`src/hdl/cmb_defs.svh`:
```
// constants of the message-buffer identifier block: offsets, fields, counts
// assumes inclusion by bare name from the block file and the bench
`ifndef CMB_DEFS_SVH
`define CMB_DEFS_SVH

// ------------------------------------------------------------------
// register byte addresses on the apb side
// ------------------------------------------------------------------
`define CMB_ADDR_W 6
`define CMB_OFS_TXID0 6'h00
`define CMB_OFS_TXID1 6'h04
`define CMB_OFS_TXID2 6'h08
`define CMB_OFS_TXID3 6'h0C
`define CMB_OFS_RXID0 6'h10
`define CMB_OFS_RXID1 6'h14
`define CMB_OFS_RXID2 6'h18
`define CMB_OFS_RXID3 6'h1C
`define CMB_OFS_CTRL 6'h20

// ------------------------------------------------------------------
// control / status fields
// ------------------------------------------------------------------
`define CMB_CTL_GO 0
`define CMB_CTL_TXE 0
`define CMB_CTL_RXF 1
`define CMB_CTL_ARBL 2
`define CMB_CTL_TXSEL 4

// ------------------------------------------------------------------
// identifier byte 1 fields and arbitration-field lengths
// ------------------------------------------------------------------
`define CMB_B1_SRR 4
`define CMB_B1_IDE 3
`define CMB_B1_STD_RTR 4
`define CMB_STD_BITS 6'h0D
`define CMB_EXT_BITS 6'h20

// ------------------------------------------------------------------
// timing
// ------------------------------------------------------------------
`define CMB_CLK_MHZ 250
`define CMB_BIT_NS 1000
`define CMB_BIT_CYC ((`CMB_BIT_NS * `CMB_CLK_MHZ) / 1000)

`endif

```
`src/hdl/cmb_pkg.sv`:
```
// types shared by the message-buffer identifier block
// assumes cmb_defs.svh is on the include path
package cmb_pkg;

  // transmit sequencer states, one-hot
  typedef enum logic [1:0] {
    TX_IDLE  = 2'b01,
    TX_SHIFT = 2'b10
  } cmb_tx_state_type;

endpackage : cmb_pkg

```
`src/hdl/cmb_idmap.sv`:
```
// identifier bytes of one transmit and one receive message buffer
// behind an apb slave, with the arbitration-field shifter to the bus.
// assumes can_rx is already synchronous to pclk and rx_frame marks the
// arbitration field of a frame being received, set by the bit engine.
//
// Contract
// - extended identifier has 29 bits, sent most significant bit first
// - smallest identifier value wins arbitration, both formats
// - extended byte 1: id20..18 at bits 7..5, id17..15 at bits 2..0
// - extended byte 2 holds id14..7 in all eight bits
// - extended byte 3: id6..0 at bits 7..1, remote bit at bit 0
// - receive buffer stores substitute-remote bit as seen on the bus
// - byte 1 bit 3: 0 standard 11-bit, 1 extended 29-bit; selects sent format
// - receive buffer records the received frame's format bit
// - remote bit holds received status, or is the transmitted remote bit
// - standard identifier has 11 bits, sent most significant bit first
// - standard: byte 0 holds id10..3, byte 1 bits 7..5 hold id2..0
// - standard byte 1: remote bit at bit 4, format bit at bit 3
// - bits unused by standard mapping read undefined
// - extended byte 0 holds id28..21 in all eight bits
// - identifier bytes are not reset; contents undefined after reset
//
// Our own choices: the placing of the registers and register access over APB.
`include "cmb_defs.svh"

module cmb_idmap #(
  parameter int BIT_DIV = `CMB_BIT_CYC
) (
  // clock and reset
  input wire logic pclk,
  input wire logic presetn,
  // apb slave
  input wire logic psel,
  input wire logic penable,
  input wire logic pwrite,
  input wire logic [31:0] paddr,
  input wire logic [31:0] pwdata,
  output logic [31:0] prdata,
  output logic pready,
  output logic pslverr,
  // can side
  input wire logic can_rx,
  input wire logic rx_frame,
  output logic can_tx
);

  // ------------------------------------------------------------------
  // storage
  // ------------------------------------------------------------------
  // buffers are ram-like: no reset, contents undefined until written
  logic [7:0] txid_q [4];
  logic [7:0] rxid_q [4];
  logic transmit_buffer_empty_flag_q;
  logic receive_buffer_full_flag_q;
  logic transmit_buffer_select_q;
  logic arb_lost_q;
  cmb_pkg::cmb_tx_state_type tx_state_q;
  logic [31:0] tx_sh_q;
  logic [5:0] tx_cnt_q;
  logic [5:0] tx_len_q;
  logic can_tx_q;
  logic [31:0] rx_sh_q;
  logic [5:0] rx_cnt_q;
  logic rx_std_q;
  logic [15:0] div_q;
  logic tick_q;
  logic pready_q;
  logic pslverr_q;
  logic [31:0] prdata_q;

  // ------------------------------------------------------------------
  // apb decode
  // ------------------------------------------------------------------
  logic [`CMB_ADDR_W-1:0] addr;
  logic acc;
  logic wr_acc;
  logic mapped;
  logic tx_wr_ok;
  logic go_req;
  logic rxf_clr;
  logic arbl_clr;
  logic rx_done;
  logic tx_start;
  logic tx_lost;
  logic tx_end;

  assign addr = paddr[`CMB_ADDR_W-1:0];
  // answer on the second access cycle, registered pready
  assign acc = psel & penable & ~pready_q;
  // writes land at the completion edge, the one at which the master sees pready
  assign wr_acc = psel & penable & pready_q & pwrite & mapped;
  assign mapped = (paddr[31:`CMB_ADDR_W] == '0) && (addr[1:0] == 2'h0)
                  && (addr <= `CMB_OFS_CTRL);
  // transmit-byte writes and go land only while the buffer is empty and selected
  assign tx_wr_ok = transmit_buffer_empty_flag_q & transmit_buffer_select_q;
  assign go_req = wr_acc && (addr == `CMB_OFS_CTRL) && pwdata[`CMB_CTL_GO];
  assign rxf_clr = wr_acc && (addr == `CMB_OFS_CTRL) && pwdata[`CMB_CTL_RXF];
  assign arbl_clr = wr_acc && (addr == `CMB_OFS_CTRL) && pwdata[`CMB_CTL_ARBL];
  assign tx_start = go_req && tx_wr_ok && (tx_state_q == cmb_pkg::TX_IDLE);

  // ------------------------------------------------------------------
  // apb handshake and read data
  // ------------------------------------------------------------------
  // one wait state; unmapped addresses answer with pslverr
  always_ff @(posedge pclk or negedge presetn) begin
    if (!presetn) begin
      pready_q <= 1'b0;
      pslverr_q <= 1'b0;
      prdata_q <= 32'h0000_0000;
    end else begin
      pready_q <= acc;
      pslverr_q <= acc & ~mapped;
      prdata_q <= 32'h0000_0000;
      if (acc && !pwrite && mapped) begin
        unique case (addr)
          `CMB_OFS_TXID0: prdata_q <= {24'h000000, txid_q[0]};
          `CMB_OFS_TXID1: prdata_q <= {24'h000000, txid_q[1]};
          `CMB_OFS_TXID2: prdata_q <= {24'h000000, txid_q[2]};
          `CMB_OFS_TXID3: prdata_q <= {24'h000000, txid_q[3]};
          `CMB_OFS_RXID0: prdata_q <= {24'h000000, rxid_q[0]};
          // standard frames leave bits 2..0 stale, hence undefined
          `CMB_OFS_RXID1: prdata_q <= {24'h000000, rxid_q[1]};
          `CMB_OFS_RXID2: prdata_q <= {24'h000000, rxid_q[2]};
          `CMB_OFS_RXID3: prdata_q <= {24'h000000, rxid_q[3]};
          default: begin
            prdata_q[`CMB_CTL_TXE] <= transmit_buffer_empty_flag_q;
            prdata_q[`CMB_CTL_RXF] <= receive_buffer_full_flag_q;
            prdata_q[`CMB_CTL_ARBL] <= arb_lost_q;
            prdata_q[`CMB_CTL_TXSEL] <= transmit_buffer_select_q;
          end
        endcase
      end
    end
  end

  // ------------------------------------------------------------------
  // transmit identifier bytes
  // ------------------------------------------------------------------
  // software owns the layout; srr must be written 1 for extended
  always_ff @(posedge pclk) begin
    if (wr_acc && tx_wr_ok && (addr < `CMB_OFS_RXID0)) begin
      txid_q[addr[3:2]] <= pwdata[7:0];
    end
  end

  // ------------------------------------------------------------------
  // control and status flags
  // ------------------------------------------------------------------
  // buffer select is plain read/write
  always_ff @(posedge pclk or negedge presetn) begin
    if (!presetn) begin
      transmit_buffer_select_q <= 1'b0;
    end else if (wr_acc && (addr == `CMB_OFS_CTRL)) begin
      transmit_buffer_select_q <= pwdata[`CMB_CTL_TXSEL];
    end
  end

  // empty flag drops on go and returns at end of field or loss
  always_ff @(posedge pclk or negedge presetn) begin
    if (!presetn) begin
      transmit_buffer_empty_flag_q <= 1'b1;
    end else if (tx_end || tx_lost) begin
      transmit_buffer_empty_flag_q <= 1'b1;
    end else if (tx_start) begin
      transmit_buffer_empty_flag_q <= 1'b0;
    end
  end

  // sticky flags: a set in the clearing cycle wins
  always_ff @(posedge pclk or negedge presetn) begin
    if (!presetn) begin
      receive_buffer_full_flag_q <= 1'b0;
      arb_lost_q <= 1'b0;
    end else begin
      if (rx_done) begin
        receive_buffer_full_flag_q <= 1'b1;
      end else if (rxf_clr) begin
        receive_buffer_full_flag_q <= 1'b0;
      end
      if (tx_lost) begin
        arb_lost_q <= 1'b1;
      end else if (arbl_clr) begin
        arb_lost_q <= 1'b0;
      end
    end
  end

  // ------------------------------------------------------------------
  // bit-rate enable
  // ------------------------------------------------------------------
  // one-cycle tick per can bit time
  always_ff @(posedge pclk or negedge presetn) begin
    if (!presetn) begin
      div_q <= 16'h0000;
      tick_q <= 1'b0;
    end else if (div_q == 16'(BIT_DIV - 1)) begin
      div_q <= 16'h0000;
      tick_q <= 1'b1;
    end else begin
      div_q <= div_q + 16'h0001;
      tick_q <= 1'b0;
    end
  end

  // ------------------------------------------------------------------
  // transmit arbitration-field shifter
  // ------------------------------------------------------------------
  // the four bytes in order already form the extended field
  // id28..18, srr, ide, id17..0, rtr; standard uses the top 13 bits.
  // a recessive bit read back dominant means a smaller id is on the bus
  assign tx_lost = (tx_state_q == cmb_pkg::TX_SHIFT) && tick_q
                   && (tx_cnt_q != 6'h00) && can_tx_q && !can_rx;
  assign tx_end = (tx_state_q == cmb_pkg::TX_SHIFT) && tick_q && !tx_lost
                  && (tx_cnt_q == tx_len_q);

  always_ff @(posedge pclk or negedge presetn) begin
    if (!presetn) begin
      tx_state_q <= cmb_pkg::TX_IDLE;
      tx_sh_q <= 32'h0000_0000;
      tx_cnt_q <= 6'h00;
      tx_len_q <= `CMB_EXT_BITS;
      can_tx_q <= 1'b1;
    end else begin
      unique case (tx_state_q)
        cmb_pkg::TX_IDLE: begin
          can_tx_q <= 1'b1;
          if (tx_start) begin
            tx_sh_q <= {txid_q[0], txid_q[1], txid_q[2], txid_q[3]};
            tx_cnt_q <= 6'h00;
            // format bit picks 13 or 32 field bits
            tx_len_q <= txid_q[1][`CMB_B1_IDE] ? `CMB_EXT_BITS : `CMB_STD_BITS;
            tx_state_q <= cmb_pkg::TX_SHIFT;
          end
        end
        cmb_pkg::TX_SHIFT: begin
          if (tx_lost || tx_end) begin
            can_tx_q <= 1'b1;
            tx_state_q <= cmb_pkg::TX_IDLE;
          end else if (tick_q) begin
            // msb first: id28 or id10 leads
            can_tx_q <= tx_sh_q[31];
            tx_sh_q <= {tx_sh_q[30:0], 1'b0};
            tx_cnt_q <= tx_cnt_q + 6'h01;
          end
        end
      endcase
    end
  end

  // ------------------------------------------------------------------
  // receive arbitration-field collector
  // ------------------------------------------------------------------
  // the 13th bit is the format bit; 0 ends a standard field there
  assign rx_done = rx_frame && tick_q
                   && (((rx_cnt_q == (`CMB_STD_BITS - 6'h01)) && !can_rx)
                       || (rx_cnt_q == (`CMB_EXT_BITS - 6'h01)));

  always_ff @(posedge pclk or negedge presetn) begin
    if (!presetn) begin
      rx_sh_q <= 32'h0000_0000;
      rx_cnt_q <= 6'h00;
      rx_std_q <= 1'b0;
    end else if (!rx_frame || rx_done) begin
      // frame signal ends the field, so a cut frame never stores
      rx_cnt_q <= 6'h00;
      if (rx_done) begin
        rx_sh_q <= {rx_sh_q[30:0], can_rx};
        rx_std_q <= (rx_cnt_q == (`CMB_STD_BITS - 6'h01));
      end
    end else if (tick_q) begin
      rx_sh_q <= {rx_sh_q[30:0], can_rx};
      rx_cnt_q <= rx_cnt_q + 6'h01;
    end
  end

  // receive bytes written one cycle after the field completes
  logic rx_store_q;
  always_ff @(posedge pclk or negedge presetn) begin
    if (!presetn) begin
      rx_store_q <= 1'b0;
    end else begin
      rx_store_q <= rx_done;
    end
  end

  // stored exactly as seen, srr/ide/rtr included
  always_ff @(posedge pclk) begin
    if (rx_store_q) begin
      if (rx_std_q) begin
        rxid_q[0] <= rx_sh_q[12:5];
        rxid_q[1][7:3] <= rx_sh_q[4:0];
      end else begin
        rxid_q[0] <= rx_sh_q[31:24];
        rxid_q[1] <= rx_sh_q[23:16];
        rxid_q[2] <= rx_sh_q[15:8];
        rxid_q[3] <= rx_sh_q[7:0];
      end
    end
  end

  // ------------------------------------------------------------------
  // outputs
  // ------------------------------------------------------------------
  assign prdata = prdata_q;
  assign pready = pready_q;
  assign pslverr = pslverr_q;
  assign can_tx = can_tx_q;
endmodule : cmb_idmap

```
`config.mk`:
```
export PLATFORM = sky130hd
export DESIGN_NAME = cmb_idmap
export DESIGN_NICKNAME = d
export VERILOG_FILES = /design/src/hdl/cmb_pkg.sv /design/src/hdl/cmb_idmap.sv
export VERILOG_INCLUDE_DIRS = /design/src /design/src/hdl
export SDC_FILE = /design/constraint.sdc
export NUM_CORES = 1
export LEC_CHECK = 0
export BUFFER_PORTS_ARGS = -buffer_cell sky130_fd_sc_hd__buf_2
export CORE_UTILIZATION = 60
export DETAILED_ROUTE_END_ITERATION = 16
export PLACE_DENSITY = 0.81
export SYNTH_ARGS = -nofsm -noshare
export SYNTH_HDL_FRONTEND = slang
export SYNTH_SLANG_ARGS = --single-unit
```
`constraint.sdc`:
```
create_clock -name pclk -period 3.73 [get_ports pclk]
set_input_delay 0.746 -clock pclk [delete_from_list [all_inputs] [get_ports pclk]]
set_output_delay 0.746 -clock pclk [all_outputs]
set_load 0.1 [all_outputs]
```
==> results of run 1 <==
-- logic make-up (layout without fill, tap and decap cells) --
| logic type | Yosys count | count (layout) | share of synthesized area, % |
|---|---|---|---|
| flops | 178 | 178 | 58.9 |
| simple gates | 153 | 153 | 10.7 |
| compound gates | 100 | 100 | 10.9 |
| mux | 72 | 72 | 12.1 |
| buf+inv | 66 | 115 | 4.61 |
| xor+xnor | 17 | 17 | 1.83 |
| fa+ha+maj | 6 | 6 | 0.925 |
| other cells | 1 | 24 | 0.0462 |
-- cell type report --
cell class | count | area (µm²) | area share, %
clock buffer | 18 | 450 | 4.93
timing repair buffer | 71 | 418 | 4.58
clock inverter | 14 | 149 | 1.63
tap | 176 | 220 | 2.41
multi-input combinational | 372 | 3070 | 33.6
inverter | 12 | 45.0 | 0.493
sequential | 178 | 4780 | 52.4
-- metrics by stage --
stage | hold slack [ns] | cell area (µm²)
after global routing | 0.351 | 9130
after CTS | 0.327 | 9130
final | 0.308 | 9130
after detailed placement | 0.460 | 8530
after floorplan | 0.437 | 8200
after global placement | 0.455 | 8530
-- cells in the final DEF, fill, tap and decap left out, types with 6 or more instances in the layout --
| cell type | instances |
|---|---|
| dfrtp_1 | 110 |
| edfxtp_1 | 64 |
| buf_2 | 56 |
| mux2_2 | 47 |
| o21ai_0 | 40 |
| nor2_1 | 33 |
| nand3b_1 | 32 |
| a2bb2oi_2 | 29 |
| conb_1 | 24 |
| nand2_1 | 19 |
| clkbuf_16 | 18 |
| nand3_1 | 17 |
| mux4_2 | 16 |
| buf_4 | 13 |
| inv_1 | 12 |
| xnor2_1 | 10 |
| nor4_1 | 9 |
| mux2i_1 | 9 |
| nor3_1 | 8 |
| xor2_1 | 7 |
| a211oi_1 | 6 |
| ha_1 | 6 |
-- power breakdown --
group / leakage [nW] / internal, mW / switching, mW
clock network: 0.288 / 1.03 / 0.763
logic: 1.44 / 0.0387 / 0.178
registers: 2.06 / 2.02 / 0.000684
-- path summary, 6_finish.rpt --
| check | from | end | slack, ns | cells after the start |
|---|---|---|---|---|
| setup reg to reg | tx_cnt_q[0] | tx_sh_q[2] | 0.95 | 8 |
| min in group pclk | rx_sh_q[18] | rxid_q[1][2] | 0.48 | 0 |
| setup / recovery | tx_cnt_q[0] | tx_sh_q[2] | 0.95 | 8 |
| hold reg to reg | rx_sh_q[18] | rxid_q[1][2] | 0.48 | 0 |
| max in group asynchronous | presetn | tx_sh_q[13] | 2.65 | 2 |
| hold / removal | presetn | tx_cnt_q[4] | 0.31 | 1 |
-- metal layers --
layer  part of all wire (%)  vias to the layer above  track usage (%)
li1                       -                     2280                -
met1                     41                     2607             32.9
met2                     52                      169             45.0
met3                    4.8                       41             5.36
met4                    2.5                        0             11.1
met5                      0                        -                0
-- critical path, stage by stage, from the launching register on --
cell and delay, ns:
dfrtp_1 0.47, inv_1 0.10, ha_1 0.16, or4b_1 0.46, o2111ai_1 0.35, nand2_1 0.26, a21oi_4 0.17, buf_4 0.46
a2bb2oi_1 0.16
-- Yosys cell counts (2+ instances only) --
master / count / area [µm²]
xor2_1: 7 / 61.3
and3_1: 5 / 31.3
o21ai_0: 40 / 200
or3_1: 2 / 12.5
inv_1: 12 / 45.0
a211o_1: 4 / 35.0
a2bb2oi_1: 2 / 17.5
nand4_1: 5 / 31.3
nor2_1: 33 / 124
mux4_2: 16 / 360
a21oi_1: 4 / 20.0
o2111ai_1: 2 / 17.5
xnor2_1: 10 / 87.6
a211oi_1: 6 / 45.0
clkbuf_1: 19 / 71.3
buf_4: 24 / 180
dfrtp_1: 110 / 2750
o2bb2ai_1: 2 / 17.5
nand3b_1: 32 / 240
nor4_1: 9 / 56.3
edfxtp_1: 64 / 1920
nor4b_1: 3 / 26.3
mux2i_1: 9 / 90.1
nor2b_1: 4 / 25.0
nand3_1: 17 / 85.1
buf_1: 2 / 7.51
dfstp_2: 4 / 105
mux2_2: 47 / 529
ha_1: 6 / 75.1
o211ai_1: 2 / 15.0
nand2_1: 19 / 71.3
a2bb2oi_2: 29 / 435
nor3_1: 8 / 40.0
o31ai_1: 2 / 15.0
and4_1: 3 / 26.3
nor3b_1: 2 / 15.0
and2_1: 4 / 25.0
buf_6: 4 / 45.0
buf_2: 5 / 25.0
and3b_1: 2 / 17.5
a21o_1: 2 / 15.0
-- registers in the layout, summed over array words and instances, names as in the netlist --
| register | count |
|---|---|
| arb_lost_q | 1 |
| tick_q | 1 |
| txid_q | 32 |
| pslverr | 1 |
| rx_sh_q | 32 |
| receive_buffer_full_flag_q | 1 |
| rx_cnt_q | 6 |
| div_q | 16 |
| tx_cnt_q | 6 |
| tx_sh_q | 32 |
| rxid_q | 32 |
| prdata | 8 |
| pready | 1 |
| tx_state_q | 2 |
| transmit_buffer_empty_flag_q | 1 |
| tx_len_q | 2 |
| rx_store_q | 1 |
| rx_std_q | 1 |
| can_tx | 1 |
| transmit_buffer_select_q | 1 |
==> metrics.txt, run 1 <==
Least-Margin Pin Slew=0.966 ns; Total GRT Usage=a little over a quarter; Vias/cell=6.06; global-route wire length before repair=27.6 mm; antenna-violating nets left=0; Syn Inst Count=593; path type of the worst setup path=flop to flop; crit path capture type=flop; setup slack after layout=0.952 ns; Arr. time, crit path=3.06 ns; CTS hold repair buffers=0; pre-CTS setup slack=0.610 ns; CTS Sinks=178; post-route setup TNS=0 ns; top_reg_cell synth=dfrtp_1; pwr/cell area=442 nW/µm²; max cap viols=0; n_diodes=0; Yosys Warn Count=0; Final min period=approximately 2.8 ns; Final Non-Filler Cells=around 840; Final Max Tran Viols=0; Pre-Repair DR Iteration Count=5; Setup Buffers After CTS=0; number of global-route vias before repair=5,238; grt ovf=0; count of final setup violators=0; Starting Density=61.3%; GP Congestion=0.815; Lkg Pwr=3.78 nW; Final nets=729; Worst setup SP type=flop; sequential-to-total area share from yosys stat=58.9%; Die Height=118 µm; CTS tree=done; Final Skew=~0.0049 ns; largest net degree at the start of global routing=65; Yosys reg bits=178; final hold viol count=0; row count=42; Buffers on Ports=57; antenna violations before repair=0; TritonCTS buffer count=17; Peak VDD IR=~0.45 mV; status=finished clean; via count=5,097; I/O Pins=106; Core Footprint=13,200 µm²; final WL=between 15 and 20 mm; Synth cell types=52; DRT iter0 DRCs=363; # DRC=0; RSZ-0062 raised after global routing=false; full die area=14,000 µm²; htree depth=4; Post-synth ARST share=~64%; Die W=around 120 µm; Worst-path clk slew=0.07 ns; final worst-path cycle share=roughly 74%; Placed Instances=809; Hold/Removal Path Class=input pin to asynchronous set/reset pin; Post-Syn Area=8120 µm²; P&R area growth vs syn=12.5%; routed len/inst=a little over 20 µm; CP required=4.01 ns; power consumption=4.03 mW; Syn Area/Cell=13.7 µm²; Skew-Pair Late Insertion Delay=0.43 ns; Clock Tree Buf Depth=2; Clock Tree Root=clkbuf_16; max_slew headroom=between 30% and 40%; crit path max fanout=33; share of layout cells above drive strength 1=30.5%; HPWL after DPL=11.4 mm; EDFF count, synth=64; Layout fillers=902; post-cts sizing count=0; fmax=approximately 360 MHz; final cell utilization of the core=68.9%
Power figures use the tool's default switching activity.
==> run 2: changes to the inputs <==
- CORE_UTILIZATION: 60 -> 52
- PLACE_DENSITY: 0.81 -> 0.75
- clock period: 3.73 -> 2.5 ns (I/O delays scaled with it)
==> run 2 against run 1 <==
  * Cell count up 3.7%
  * Non-clock buffer count grew 19
  * First-iteration DRC count grew 20%
  * Highest routed layer unchanged
  * Count of clock-buffer cells in the layout grew 3
  * Register-to-register slack lost 0.77 ns
  * Combinational power up 53%
  * Power up 45%
  * Design area rose by 1.5%
  * Worst hold slack lost 0.27 ns
==> metrics.txt, run 2 (synthesis results as in run 1) <==
status=finished clean (unchanged); CP required=2.86 ns (was 4.01 ns); Area after DPL=8700 µm² (was 8530 µm²); Final min period=2.32 ns (was 2.78 ns); htree depth=4 (unchanged); antenna-violating nets left=0 (unchanged); # DRC=0 (unchanged); Clock Tree Root=clkbuf_16 (unchanged); number of global-route vias before repair=5,241 (was 5,238); CTS Sinks=178 (unchanged); via count=5,008 (was 5,097); Worst R2R Setup Slack=0.18 ns (was 0.95 ns); antenna violations before repair=0 (unchanged); commonest non-fill, non-tap cells in the layout=dfrtp_1, edfxtp_1, buf_2 (unchanged); post-cts sizing count=0 (unchanged); design area=9260 µm² (was 9130 µm²); Final Skew=0.0111 ns (was 0.00493 ns); n_diodes=0 (unchanged); Final nets=748 (was 729); worst r2r dst=tx_sh_q[7] (was tx_sh_q[2]); HPWL after DPL=11.8 mm (was 11.4 mm); P&R area growth vs syn=14.2% (was 12.5%); DRT iter0 DRCs=435 (was 363); Critical R2R Launch=tx_cnt_q[1] (was tx_cnt_q[0]); Buffers on Ports=57 (unchanged); Pre-Repair DR Iteration Count=5 (unchanged); row count=45 (was 42); routed len/inst=19.1 µm (was 20.4 µm); largest net degree at the start of global routing=65 (unchanged); Total GRT Usage=22.4% (was 26.4%); GP Congestion=0.840 (was 0.815); post-route setup TNS=0 ns (unchanged); Switch Pwr=1.40 mW (was 0.942 mW); combinational power share=5.7% (was 5.4%); Lkg Pwr=3.86 nW (was 3.78 nW); count of final setup violators=0 (unchanged); Worst setup SP type=flop (unchanged); Slowest-stage cell, CP=or4b_1 (was dfrtp_1); max cap viols=0 (unchanged); Int Pwr=4.46 mW (was 3.09 mW); global-route wire length before repair=27.1 mm (was 27.6 mm); Starting Density=53.4% (was 61.3%); final WL=16.6 mm (was 17.1 mm); grt ovf=0 (unchanged); Core Footprint=15,200 µm² (was 13,200 µm²); Die Height=127 µm (was 118 µm); CP top delay family=compound AO/OA/AOI/OAI gates (was simple AND/OR/NAND/NOR gates); Peak VDD IR=0.550 mV (was 0.450 mV); full die area=16,100 µm² (was 14,000 µm²); switching share of power=23.9% (was 23.3%); critical path cell sequence=inv_1 > ha_1 > or4b_1 > o2111ai_1 > nand2_2 > a211oi_4 > buf_12 > a2bb2oi_2 (was inv_1 > ha_1 > or4b_1 > o2111ai_1 > nand2_1 > a21oi_4 > buf_4 > a2bb2oi_1); Clock Tree Buf Depth=2 (unchanged); crit path capture type=flop (unchanged); Least-Margin Pin Slew=0.621 ns (was 0.966 ns); Worst-path clk slew=0.07 ns (about the same); Layout fillers=1,146 (was 902); final cell utilization of the core=60.9% (was 68.9%); fmax=431 MHz (was 360 MHz); Clk pwr share=42.9% (was 44.5%); Arr. time, crit path=2.68 ns (was 3.06 ns); slowest stage delay, CP=0.43 ns (was 0.47 ns); path type of the worst setup path=flop to flop (unchanged); Vias/cell=5.74 (was 6.06); CTS hold repair buffers=0 (unchanged); final worst-path cycle share=92.8% (was 74.5%); Final Max Tran Viols=0 (unchanged); share of layout cells above drive strength 1=32.6% (was 30.5%); Die W=127 µm (was 118 µm); pwr/cell area=633 nW/µm² (was 442 nW/µm²); Setup Buffers After CTS=0 (unchanged); Buf+Inv Stages, Crit Path=2 (unchanged); Skew-Pair Late Insertion Delay=0.43 ns (about the same); R2R depth=8 (unchanged); max_slew headroom=58.5% (was 35.3%); CTS tree=done (unchanged); I/O Pins=106 (unchanged); RSZ-0062 raised after global routing=false (unchanged); Flop pwr share=51.5% (was 50.1%); most common cell after layout, fill and taps aside=dfrtp_1 (unchanged); TritonCTS buffer count=17 (unchanged); crit path max fanout=29 (was 33); final hold viol count=0 (unchanged); Hold/Removal Path Class=input pin to asynchronous set/reset pin (unchanged)
[run 2: metal layers]
| metal | global-route usage, % | share of wire (%) | vias to the layer above |
|---|---|---|---|
| met5 | 0 | 0 | - |
| met4 | 8.68 | 1.9 | 0 |
| met3 | 4.98 | 3.8 | 26 |
| met2 | 37.4 | 50 | 120 |
| met1 | 28.7 | 44 | 2544 |
| li1 | - | - | 2318 |
[run 2: worst max-delay path by stage]
stage | cells past startpoint | slack (ns) | start | endpoint
4_1_cts | 8 | 0.13 | tx_cnt_q[1] | tx_sh_q[14]
5_1_grt | 8 | 0.05 | tx_cnt_q[1] | tx_sh_q[14]
2_1_floorplan | 6 | -0.04 | paddr[3] | txid_q[0][0]
6_report | 8 | 0.18 | tx_cnt_q[1] | tx_sh_q[7]
3_5_place_dp | 7 | -0.12 | paddr[7] | tx_sh_q[22]
3_3_place_gp | 8 | -0.07 | paddr[1] | tx_sh_q[31]
[run 2: power by group through the flow]
stage	clock network, mW	registers [mW]	logic, mW
4_1_cts	2.55	3.02	0.335
2_1_floorplan	0	3.09	0.233
3_5_place_dp	0	3.08	0.334
5_1_grt	2.67	3.02	0.352
3_3_place_gp	0	3.08	0.328
6_report	2.51	3.02	0.332
[run 2: area by class of cell]
class	count	area, µm²	area share, %
clock buffers	21	472	5.09
clock inverters	11	90.1	0.972
inverters	12	45.0	0.486
multi-input cells	372	3070	33.1
flip-flops and latches	178	4780	51.6
well taps	188	235	2.54
repair buffers	90	573	6.19
[run 2: stage by stage]
stage,hold WS (ns),std cells,power [mW],setup WS (ns)
after global routing,0.0665,872,6.03,0.0500
final,0.0378,872,5.86,0.181
after global placement,0.455,840,3.40,-0.0663
after detailed placement,0.456,840,3.41,-0.116
after CTS,0.0481,872,5.90,0.134
after floorplan,0.204,616,3.32,-0.0384
==> run 3: changes to the inputs <==
- CORE_MARGIN: unset -> 2
==> run 3 against run 2 <==
  * Clock power up 9.2%
  * Cell count decreased by 0.23%
  * Via count down 0.56%
  * Worst hold slack worse by 0.031 ns
  * Critical endpoint is now tx_sh_q[1]
  * Highest routed layer unchanged
==> metrics.txt, run 3 (synthesis results as in run 1) <==
pwr/cell area=654 nW/µm² (was 633 nW/µm²); Vias/cell=5.72 (was 5.74); critical path cell sequence=inv_1 > ha_1 > or4b_1 > o2111ai_1 > nand2_1 > a211oi_4 > buf_12 > a2bb2oi_1 (was inv_1 > ha_1 > or4b_1 > o2111ai_1 > nand2_2 > a211oi_4 > buf_12 > a2bb2oi_2); Worst setup SP type=flop (unchanged); design area=9300 µm² (was 9260 µm²); n_diodes=0 (unchanged); Worst R2R Setup Slack=0.19 ns (was 0.18 ns); Buffers on Ports=57 (unchanged); Layout fillers=1,172 (was 1,146); count of final setup violators=0 (unchanged); crit path capture type=flop (unchanged); number of global-route vias before repair=5,165 (was 5,241); crit path max fanout=31 (was 29); Clock Tree Buf Depth=2 (unchanged); I/O Pins=106 (unchanged); Die W=129 µm (was 127 µm); max cap viols=0 (unchanged); slowest stage delay, CP=0.43 ns (about the same); Placed Instances=838 (was 840); htree depth=4 (unchanged); Core Footprint=15,200 µm² (unchanged); CTS Sinks=178 (unchanged); # DRC=0 (unchanged); Setup Buffers After CTS=0 (unchanged); GP Congestion=0.788 (was 0.840); global-route wire length before repair=27.0 mm (was 27.1 mm); CTS hold repair buffers=0 (unchanged); RSZ-0062 raised after global routing=false (unchanged); Buf+Inv Stages, Crit Path=2 (unchanged); P&R area growth vs syn=14.6% (was 14.2%); Total GRT Usage=21.5% (was 22.4%); final hold viol count=0 (unchanged); routed len/inst=19.0 µm (was 19.1 µm); Worst-path clk slew=0.07 ns (about the same); via count=4,980 (was 5,008); max_slew headroom=61.1% (was 58.5%); share of layout cells above drive strength 1=32.7% (was 32.6%); antenna violations before repair=0 (unchanged); Slowest-stage cell, CP=or4b_1 (unchanged); Pre-Repair DR Iteration Count=5 (unchanged); fmax=432 MHz (was 431 MHz); Hold/Removal Path Class=input pin to asynchronous set/reset pin (unchanged); TritonCTS buffer count=17 (unchanged); row count=45 (unchanged); status=finished clean (unchanged); Peak VDD IR=0.498 mV (was 0.550 mV); largest net degree at the start of global routing=65 (unchanged); CTS tree=done (unchanged); post-cts sizing count=0 (unchanged); pre-CTS setup slack=-0.179 ns (was -0.116 ns); CP top delay family=compound AO/OA/AOI/OAI gates (unchanged); Final Max Tran Viols=0 (unchanged); Final Non-Filler Cells=870 (was 872); Die Height=129 µm (was 127 µm); Least-Margin Pin Slew=0.582 ns (was 0.621 ns); Final min period=2.31 ns (was 2.32 ns); Lkg Pwr=3.88 nW (was 3.86 nW); grt ovf=0 (unchanged); Area after DPL=8680 µm² (was 8700 µm²); final WL=16.5 mm (was 16.6 mm); Skew-Pair Late Insertion Delay=0.43 ns (about the same); setup slack after layout=0.185 ns (was 0.181 ns); Clock Tree Root=clkbuf_16 (unchanged); final worst-path cycle share=92.6% (was 92.8%); full die area=16,600 µm² (was 16,100 µm²); antenna-violating nets left=0 (unchanged); path type of the worst setup path=flop to flop (unchanged); commonest non-fill, non-tap cells in the layout=dfrtp_1, edfxtp_1, buf_2 (unchanged); Final Skew=0.00602 ns (was 0.0111 ns); HPWL after DPL=11.7 mm (was 11.8 mm); Starting Density=53.4% (unchanged); most common cell after layout, fill and taps aside=dfrtp_1 (unchanged); Arr. time, crit path=2.66 ns (was 2.68 ns); DRT iter0 DRCs=453 (was 435); CP required=2.85 ns (was 2.86 ns); Final nets=746 (was 748)
run 3: cell count changes in the layout (fill, tap and decap cells not counted):
cell / previous run / this run
nand2_2: 1 / 0
inv_8: 1 / 4
clkbuf_1: 2 / 0
buf_4: 31 / 29
clkbuf_16: 18 / 17
inv_4: 1 / 0
clkinv_4: 3 / 1
clkinv_1: 1 / 0
clkinv_8: 0 / 2
clkbuf_8: 1 / 0
nand2_1: 18 / 19
bufinv_16: 0 / 2
clkinv_2: 0 / 1
run 3: layer usage:
metal / share of wire [%] / vias to the layer above / wire [µm] / track usage (%)
met4: 1.5 / 0 / 254 / 6.14
li1: - / 2323 / - / -
met5: 0 / - / 0 / 0
met3: 4.0 / 16 / 665 / 4.78
met2: 53 / 126 / 8700 / 36.9
met1: 42 / 2515 / 6910 / 27.7
run 3: cell type report:
type / instances / area, µm² / share of cell area, %
clock buffer: 17 / 425 / 4.57
multi-input combinational: 372 / 3070 / 32.9
inverter: 12 / 45.0 / 0.484
tap: 188 / 235 / 2.53
timing repair buffer: 88 / 558 / 6.00
sequential: 178 / 4780 / 51.4
clock inverter: 15 / 194 / 2.08
run 3: path summary, 6_finish.rpt:
| path | start | to | cells after the start |
|---|---|---|---|
| setup / recovery | tx_cnt_q[1] | tx_sh_q[1] | 8 |
| hold / removal | presetn | tx_cnt_q[3] | 1 |
| setup reg to reg | tx_cnt_q[1] | tx_sh_q[1] | 8 |
| hold reg to reg | rx_sh_q[18] | rxid_q[1][2] | 0 |
| max in group asynchronous | presetn | pready | 2 |
| min in group pclk | pwdata[5] | txid_q[1][5] | 1 |
run 3: report_power, final:
group | leakage, nW | internal (mW) | switching [mW]
Clock | 0.302 | 1.53 | 1.21
Combinational | 1.52 | 0.0627 | 0.268
Sequential | 2.06 | 3.02 | 0.00138
run 3: metrics by stage:
step	setup TNS (ns)	total power [mW]	util, %	hold slack (ns)
floorplan	-0.615	3.32	-	0.204
global placement	-2.53	3.40	57.1	0.455
detailed placement	-5.51	3.41	57.1	0.464
CTS	0	6.14	61.2	0.0135
global route	0	6.29	61.2	0.0189
finish	0	6.09	61.2	0.00708
